## config.mk

```make
export PLATFORM = sky130hd
export DESIGN_NAME = tapir_ctrl
export DESIGN_NICKNAME = d
export VERILOG_FILES = /design/src/rtl/tapir_ctrl.v /design/src/rtl/tapir_sync.v
export VERILOG_INCLUDE_DIRS = /design/src /design/src/common
export SDC_FILE = /design/constraint.sdc
export NUM_CORES = 1
export LEC_CHECK = 0
export ABC_AREA = 1
export BUFFER_PORTS_ARGS = -buffer_cell sky130_fd_sc_hd__buf_2
export CAP_MARGIN = 25
export CELL_PAD_IN_SITES_DETAIL_PLACEMENT = 0
export CELL_PAD_IN_SITES_GLOBAL_PLACEMENT = 1
export CORE_ASPECT_RATIO = 0.5
export CORE_MARGIN = 2
export CORE_UTILIZATION = 30
export DETAILED_ROUTE_END_ITERATION = 8
export PLACE_DENSITY = 0.71
export SYNTH_ARGS = -nofsm -noshare
export SYNTH_HDL_FRONTEND = slang
export SYNTH_SLANG_ARGS = --single-unit
```

## constraint.sdc

```tcl
create_clock -name sys_clk_i -period 1.89 [get_ports sys_clk_i]
set_input_delay 0.378 -clock sys_clk_i [delete_from_list [all_inputs] [get_ports sys_clk_i]]
set_output_delay 0.378 -clock sys_clk_i [all_outputs]
set_load 0.005 [all_outputs]
```

## src/common/tapir_regs.vh

```
// Constants for the TAP instruction-register tail block
`ifndef TAPIR_REGS_VH
`define TAPIR_REGS_VH
`define TAPIR_IR_WIDTH 3
`define TAPIR_CAPTURE_PATTERN 3'h4
`define TAPIR_IDCODE_INSN 3'h1
`define TAPIR_RESET_TMS_EDGES 5
`define TAPIR_NUM_STATES 16
`endif

```

## src/rtl/tapir_ctrl.v

```verilog
// TAP controller with instruction scan, pause, exit2 and update handling
//
// Behaviour
// RL1: Pause-IR halts instruction shifting, stays while TMS low.
// RL2: Pause-IR with TMS high moves to Exit2-IR.
// RL3: Exit2-IR with TMS high moves to Update-IR.
// RL4: Exit2-IR with TMS low returns to Shift-IR.
// RL5: Pause and Exit2 keep instruction and selected data register.
// RL6: Update-IR copies shift path to instruction output on TCK fall.
// RL7: Latched instruction becomes current instruction for register select.
// RL8: Update-IR leaves selected data registers unchanged.
// RL9: Capture-IR loads pattern 100 into shift register on TCK rise.
// RL10: Shift-IR shifts TDI toward TDO each rising TCK.
// RL11: Exit1-IR with TMS low moves to Pause-IR.
// RL12: Five TMS-high edges reach reset; reset loads identification code.
// RL13: Update-IR goes to Select-DR if TMS high, else idle.
`include "tapir_regs.vh"
module tapir_ctrl #(
  parameter IR_WIDTH = `TAPIR_IR_WIDTH
) (
  input wire sys_clk_i,
  input wire nrst_i,
  input wire tck_i,
  input wire tms_i,
  input wire tdi_i,
  output reg tdo_o,
  output reg tdo_oe_o,
  output reg [IR_WIDTH-1:0] insn_o,
  output reg [15:0] state_o,
  output reg dr_hold_o
);
  localparam [15:0] S_RESET = 16'h0001;
  localparam [15:0] S_IDLE = 16'h0002;
  localparam [15:0] S_SELDR = 16'h0004;
  localparam [15:0] S_CAPDR = 16'h0008;
  localparam [15:0] S_SHDR = 16'h0010;
  localparam [15:0] S_EX1DR = 16'h0020;
  localparam [15:0] S_PSDR = 16'h0040;
  localparam [15:0] S_EX2DR = 16'h0080;
  localparam [15:0] S_UPDR = 16'h0100;
  localparam [15:0] S_SELIR = 16'h0200;
  localparam [15:0] S_CAPIR = 16'h0400;
  localparam [15:0] S_SHIR = 16'h0800;
  localparam [15:0] S_EX1IR = 16'h1000;
  localparam [15:0] S_PSIR = 16'h2000;
  localparam [15:0] S_EX2IR = 16'h4000;
  localparam [15:0] S_UPIR = 16'h8000;

  wire tck_s;
  wire tms_s;
  wire tdi_s;
  reg tck_d;
  reg [15:0] state;
  reg [15:0] next_state;
  reg [IR_WIDTH-1:0] ir_shift;
  wire tck_rise;
  wire tck_fall;

  // Pins cross into the system clock before any logic reads them
  tapir_sync u_sync_tck (
    .sys_clk_i(sys_clk_i),
    .nrst_i(nrst_i),
    .din_i(tck_i),
    .dout_o(tck_s)
  );
  tapir_sync u_sync_tms (
    .sys_clk_i(sys_clk_i),
    .nrst_i(nrst_i),
    .din_i(tms_i),
    .dout_o(tms_s)
  );
  tapir_sync u_sync_tdi (
    .sys_clk_i(sys_clk_i),
    .nrst_i(nrst_i),
    .din_i(tdi_i),
    .dout_o(tdi_s)
  );

  // TMS and TDI pass the same delay as TCK, so edges see aligned values
  assign tck_rise = tck_s & ~tck_d;
  assign tck_fall = ~tck_s & tck_d;

  always @* begin
    next_state = state;
    case (state)
      S_RESET: begin
        if (tms_s) begin
          next_state = S_RESET;
        end else begin
          next_state = S_IDLE;
        end
      end
      S_IDLE: begin
        if (tms_s) begin
          next_state = S_SELDR;
        end else begin
          next_state = S_IDLE;
        end
      end
      S_SELDR: begin
        if (tms_s) begin
          next_state = S_SELIR;
        end else begin
          next_state = S_CAPDR;
        end
      end
      S_CAPDR: begin
        if (tms_s) begin
          next_state = S_EX1DR;
        end else begin
          next_state = S_SHDR;
        end
      end
      S_SHDR: begin
        if (tms_s) begin
          next_state = S_EX1DR;
        end else begin
          next_state = S_SHDR;
        end
      end
      S_EX1DR: begin
        if (tms_s) begin
          next_state = S_UPDR;
        end else begin
          next_state = S_PSDR;
        end
      end
      S_PSDR: begin
        if (tms_s) begin
          next_state = S_EX2DR;
        end else begin
          next_state = S_PSDR;
        end
      end
      S_EX2DR: begin
        if (tms_s) begin
          next_state = S_UPDR;
        end else begin
          next_state = S_SHDR;
        end
      end
      S_UPDR: begin
        if (tms_s) begin
          next_state = S_SELDR;
        end else begin
          next_state = S_IDLE;
        end
      end
      S_SELIR: begin
        if (tms_s) begin
          next_state = S_RESET;
        end else begin
          next_state = S_CAPIR;
        end
      end
      S_CAPIR: begin
        if (tms_s) begin
          next_state = S_EX1IR;
        end else begin
          next_state = S_SHIR;
        end
      end
      S_SHIR: begin
        if (tms_s) begin
          next_state = S_EX1IR;
        end else begin
          next_state = S_SHIR;
        end
      end
      S_EX1IR: begin
        if (tms_s) begin
          next_state = S_UPIR;
        end else begin
          next_state = S_PSIR; // [RL11]
        end
      end
      S_PSIR: begin
        if (tms_s) begin
          next_state = S_EX2IR; // [RL2]
        end else begin
          next_state = S_PSIR; // [RL1]
        end
      end
      S_EX2IR: begin
        if (tms_s) begin
          next_state = S_UPIR; // [RL3]
        end else begin
          next_state = S_SHIR; // [RL4]
        end
      end
      S_UPIR: begin
        if (tms_s) begin
          next_state = S_SELDR; // [RL13]
        end else begin
          next_state = S_IDLE; // [RL13]
        end
      end
      default: next_state = S_RESET;
    endcase
  end

  always @(posedge sys_clk_i or negedge nrst_i) begin
    if (!nrst_i) begin
      tck_d <= 1'b0;
      state <= S_RESET;
      ir_shift <= `TAPIR_CAPTURE_PATTERN;
      insn_o <= `TAPIR_IDCODE_INSN;
      tdo_o <= 1'b0;
      tdo_oe_o <= 1'b0;
      state_o <= S_RESET;
      dr_hold_o <= 1'b1;
    end else begin
      tck_d <= tck_s;
      if (tck_rise) begin
        // Every path from any state reaches reset in five TMS-high edges
        state <= next_state; // [RL12]
        state_o <= next_state;
        if (state == S_CAPIR) begin
          ir_shift <= `TAPIR_CAPTURE_PATTERN; // [RL9]
        end else if (state == S_SHIR) begin
          ir_shift <= {tdi_s, ir_shift[IR_WIDTH-1:1]}; // [RL10]
        end
        // Pause and exit2 fall through: shift path frozen [RL1] [RL5]
        if (next_state == S_RESET) begin
          insn_o <= `TAPIR_IDCODE_INSN; // [RL12]
        end
        // Data registers move only in their own DR states [RL5] [RL8]
        dr_hold_o <= ~((next_state == S_CAPDR) | (next_state == S_SHDR)
          | (next_state == S_UPDR));
      end
      if (tck_fall) begin
        // Driver changes on the fall, as a tester samples on the rise
        tdo_oe_o <= (state == S_SHIR) | (state == S_SHDR);
        tdo_o <= (state == S_SHIR) ? ir_shift[0] : 1'b0; // [RL10]
        if (state == S_UPIR) begin
          insn_o <= ir_shift; // [RL6] [RL7]
        end
      end
    end
  end
endmodule

```

## src/rtl/tapir_sync.v

```verilog
// Two-flip-flop synchroniser for pin inputs
module tapir_sync (
  input wire sys_clk_i,
  input wire nrst_i,
  input wire din_i,
  output reg dout_o
);
  reg meta;
  always @(posedge sys_clk_i or negedge nrst_i) begin
    if (!nrst_i) begin
      meta <= 1'b0;
      dout_o <= 1'b0;
    end else begin
      meta <= din_i;
      dout_o <= meta;
    end
  end
endmodule

```

# --- After elaboration in Yosys (flattened, before gate mapping) ---
# Index checks and enable logic that the tools add are counted.
# Widths: inputs -> output; s select.
classes:
  bitwise: 8
  n_eq_ne: 20
  reduce_logical: 5
  mux: 20
op_table:
  columns: ["op", "count"]
  rows:
  - ["$pmux 16 s12", 1]
  - ["$eq 16x1->1 const B", 2]
  - ["$eq 16x4->1 const B", 2]
  - ["$eq 16x5->1 const B", 2]
  - ["$eq 16x9->1 const B", 2]
  - ["$mux 16", 2]
  - ["$mux 3", 7]
  - ["$mux 9", 2]
  - ["$eq 16x10->1 const B", 1]
  - ["$eq 16x11->1 const B", 1]
  - ["$eq 16x12->1 const B", 1]
  - ["$eq 16x13->1 const B", 1]
  - ["$eq 16x14->1 const B", 1]
  - ["$eq 16x15->1 const B", 1]
  - ["$eq 16x16->1 const B", 1]
  - ["$eq 16x2->1 const B", 1]
  - ["$eq 16x3->1 const B", 1]
  - ["$eq 16x6->1 const B", 1]
  - ["$eq 16x7->1 const B", 1]
  - ["$eq 16x8->1 const B", 1]
  - ["$mux 15", 1]
  - ["$mux 13", 1]
  - ["$mux 11", 1]
  - ["$mux 10", 1]
  - ["other kinds (11)", 17]
word_totals:
  elab_cells: 66
  out_inout_bits: 22
  input_bits: 5
  reg_bits: 32

# --- Logic depth before layout (Yosys ltp) ---
depth:
  ltp_word: 8
  depth_mapped: 12
  ltp_nobuf: 12

# --- Cells and area by module ---
# Synthesis repeated with hierarchy kept, for this count alone.
hier_totals:
  cells_unflattened: 209
  area_unflattened_um2: 1656.6
modules_own_cells:
  columns: ["module", "area_per_inst_um2", "cells_per_inst", "instances"]
  rows:
  - ["tapir_ctrl", 1506.4, 203, 1]
  - ["tapir_sync", 50.0, 2, 3]

# --- Worst setup path after synthesis ---
# No wires, ideal clock.
synth_path:
  path_kind: "reg2reg"
  start: "register state[0]"
  end: "register insn_o[1]"
  n_path_buf: 1
  setup_ps: 116
  arrival_time_ps: 1411
  slack_ps: 362
  stages_incl_launch_ff: 13
  required_ps: 1774
  path_cell_list: "dfstp_2 > nor2_2 > nand2_4 > nor2_8 > buf_8 > nand3_4 > nand3_2 > nor2_1 > nand3_2 > nand2_2 > nand2_4 > nand2_1 > nand2_1"
synth_via:
  elab_chain_len: 8
  word_cells_on_any_way: 25
  classes_between: "eq/ne (17); mux (5); reduce/logical (3)"
synth_rtl:
  columns: ["element", "line_no", "source"]
  rows:
  - ["start, declared", "tapir_ctrl.v:53", "reg [15:0] state;"]
  - ["start signal, assigned", "tapir_ctrl.v:216", "state <= next_state;"]
  - ["$eq 16x16->1 (tied with other cells)", "tapir_ctrl.v:85, tapir_ctrl.v:235", null]
  - ["$reduce_or 3->1 (no source line) / $reduce_or 2->1 (equally long branches)", null, null]
  - ["$pmux 16 s12", "tapir_ctrl.v:85", "case (state)"]
  - ["$eq 16x1->1", "tapir_ctrl.v:224", "if (next_state == S_RESET) begin"]
  - ["$mux 3", "tapir_ctrl.v:224", null]
  - ["$mux 3", "tapir_ctrl.v:214", "if (tck_rise) begin"]
  - ["$mux 3", "tapir_ctrl.v:235", "if (state == S_UPIR) begin"]
  - ["$mux 3 *", "tapir_ctrl.v:231", "if (tck_fall) begin"]
  - ["end signal, assigned", "tapir_ctrl.v:207", "insn_o <= `TAPIR_IDCODE_INSN;"]
  - ["end signal, assigned", "tapir_ctrl.v:225", "insn_o <= `TAPIR_IDCODE_INSN;"]
  - ["end signal, assigned", "tapir_ctrl.v:236", "insn_o <= ir_shift;"]
  - ["end, declared", "tapir_ctrl.v:28", "output reg [IR_WIDTH-1:0] insn_o,"]
# Every way passes the cells marked *; elsewhere a longest branch is shown, timed or not.
# A chain may end at the register's enable or synchronous reset.

# --- Worst setup path in the final report ---
layout_path:
  start: "register state[14]"
  end: "register insn_o[2]"
# The elaborated chain is that of the path after synthesis.

==> reports/metrics.yaml <==
sta:
  post-route-period-util_pct: 92.0
  hold_ws_ns: 0.158
  skew_ns: 0.00257
  relSlewSlack_pct: 52.4
  worst_pin_slew_ns: 0.714
  final.setup.tns_ns: 0
  max_freq_ghz: 0.575
  setup_viol: 0
  slew_viol_final: 0
  rsz0062_at_grt: "false"
  final_hold_viol_count: 0
  min_period_ns: 1.74
yosys:
  yosysSeqAreaShare_pct: 45.8
  synth_cell_types: 34
  yosysTopAreaCell: "dfrtp_1"
  synth_cells: 217
  synth.area.top_cells: "dfrtp_1, nand2_1, nand3_1, dfstp_2, inv_1"
  synth_nets: 222
  synth-edff-count: 0
  syn_avg_cell_area_um2: 8.11
  yosys.area.top_type_share_pct: 39.8
  yosys_warnings: 0
  synth_most_common_cell: "nand2_1"
  synth_common_cells: "nand2_1, dfrtp_1, inv_1, nor2_1, nand3_1"
  netlist_area_mm2: 0.00176
  synth_top_flop_cell: "dfrtp_1"
  synth_seq_cells: 32
  synthArstFlopShare_pct: 100
global_route:
  gr-usage-all-layers_pct: 12.8
  grt_max_degree: 33
  grt_pass1_wl_mm: 6.62
  grt_pass1_vias: 1445
  grt_overflow_total: 0
  antenna_found_initial: 0
power:
  power.share.clock_pct: 43.5
  p_leak_nw: 1.08
  vdd_drop_max_mv: 0.307
  powerDensity_mw_per_mm2: 861
  switching_share_pct: 26.5
  switchingPower_uw: 483
  pwr-share-seq_pct: 41.7
  cellInternalPower_mw: 1.34
  p_comb_share_pct: 14.7
place:
  io_buffers: 26
  globalplace.congestion: 0.868
  hpwlAfterDp_mm: 2.92
floorplanning:
  die_w_um: 112
  num_rows: 19
  initial_core_util_pct: 31.6
  die_area_mm2: 0.00653
  core_mm2: 0.00556
  io_pins: 27
  fp.dieH_um: 58.2
clocking:
  cts_buffers: 5
  cts.sinks: 32
  cts-root-buf: "clkbuf_16"
  clkSlewWorstSetupHoldPaths_ns: 0.05
  cts_tree: "done"
  ctsResizeCount: 0
  cts_buffer_depth: 2
  clk_latency_ns: 0.27
  htreeDepth: 2
cells_and_area:
  nets: 253
  fillers: 583
  drive_gt1_share_pct: 28.5
  antenna_cells: 0
  area_growth_pct: 20.3
worst_setup_path:
  cp.required_ns: 2.10
  r2r_slack_ns: 0.15
  path_buf_inv: 0
  end_kind: "flip-flop"
  slowest_stage: "dfrtp_1"
  arrival_ns: 1.95
  cpPeakStageDelay_ns: 0.41
  crit_top_cell: "nand2_1"
  crit_family: "simple AND/OR/NAND/NOR gates"
  path_max_fanout: 8
  criticalPathCategory: "reg2reg"
  start_kind: "flip-flop"
  worstPathCellList: "nor2_1 -> nand2_2 -> nor2_4 -> nand3b_1 -> nand2_1 -> nor2_1 -> nand3_2 -> nand2_2 -> nand2_4 -> nand2_1 -> nand2_1"
route:
  post_drt_wl_per_cell_um: 12.1
  via_count: 1503
  drc_errors: 0
  drt_iter0_drc: 89
  drtAntennaViolNets: 0
  routed_via_density: 4.67
  totalWireLength_mm: 3.90
  drt-pass1-iter-count: 5
outcome:
  outcome: "finished, final reports clean"
run:
  drv_cap: 0
hold_path:
  holdCritPathClass: "in2async"
-- stage by stage --
| step | instance area [um2] | power (mW) | instances | util (%) | setup WS (ns) |
|---|---|---|---|---|---|
| global placement | 1950 | 1.04 | 312 | 35.1 | 0.145 |
| floorplan | 1760 | 0.967 | 217 | - | 0.362 |
| detailed placement | 1950 | 1.04 | 312 | 35.1 | 0.155 |
| global route | 2120 | 1.92 | 322 | 38.1 | 0.00876 |
| finish | 2120 | 1.82 | 322 | 38.1 | 0.150 |
| CTS | 2100 | 1.84 | 320 | 37.8 | 0.137 |
-- what timing repair did --
action | 4_1_cts | 5_1_grt
hold buffers | 0 | 0
setup buffers | 0 | 2
setup endpoints to repair | 0 | 2
-- state kept, by name, summed over array words and instances (netlist names) --
name and count:
ir_shift 3, dr_hold_o 1, u_sync_tdi.dout_o 1, tdo_oe_o 1, u_sync_tck.dout_o 1, tck_d 1
state 16, tdo_o 1, u_sync_tck.meta 1, u_sync_tms.dout_o 1, u_sync_tms.meta 1, insn_o 3
u_sync_tdi.meta 1
-- cell families after synthesis --
logic type	count (synthesis)	synth area share, %
and+or+nand+nor	125	36.2
DFF	32	45.8
buffers and inverters	32	8.74
AOI/OAI and AO/OA	28	9.24
-- routing by layer --
layer	wire, um	GRT usage [%]
met2	1720	20.1
met1	1990	17.5
met5	0	0
met4	42	3.83
met3	145	3.45
-- area by class of cell --
| type | count | area [um2] | share of cell area (%) |
|---|---|---|---|
| Sequential cell | 32 | 806 | 38.0 |
| Timing Repair Buffer | 30 | 160 | 7.56 |
| Clock inverter | 2 | 10.0 | 0.473 |
| Inverter | 26 | 111 | 5.26 |
| Tap cell | 73 | 91.3 | 4.31 |
| Multi-Input combinational cell | 153 | 801 | 37.8 |
| Clock buffer | 6 | 139 | 6.56 |
-- power groups by stage --
stage,clock network (mW),registers [mW],logic (mW)
after floorplan,0,0.768,0.199
after global placement,0,0.771,0.265
after detailed placement,0,0.773,0.265
after CTS,0.817,0.761,0.266
after global routing,0.853,0.768,0.300
final,0.794,0.761,0.268
-- layout by cell type (no fill, tap or decap), types with 2 or more instances in the layout --
cell type,synthesis,final
dfrtp_1,28,28
inv_1,24,24
nand4_1,5,5
clkinv_2,0,2
a21oi_2,2,2
nor2_1,24,24
clkbuf_16,0,5
nand3_1,22,22
buf_2,1,26
a21oi_1,8,8
nor2_2,8,8
nand2_4,2,2
o21ai_1,4,4
nand2_2,6,6
dfstp_2,4,4
nand2_1,44,44
o31ai_1,2,2
nor3_1,3,3
o21ai_0,8,8
nand3_2,4,4
buf_4,0,4
-- worst paths after layout --
path / startpoint / to / cells after the start
setup reg to reg: state[14]$_DFFE_PN0P_ / insn_o[2]$_DFF_PN0_ / 11
hold / removal: nrst_i / state[12]$_DFFE_PN0P_ / 1
max in group asynchronous: nrst_i / state[7]$_DFFE_PN0P_ / 1
setup / recovery: state[14]$_DFFE_PN0P_ / insn_o[2]$_DFF_PN0_ / 11
min in group sys_clk_i: tms_i / u_sync_tms.meta$_DFF_PN0_ / 1
hold reg to reg: u_sync_tck.meta$_DFF_PN0_ / u_sync_tck.dout_o$_DFF_PN0_ / 0
No activity file was read; power rests on OpenSTA's default activity.
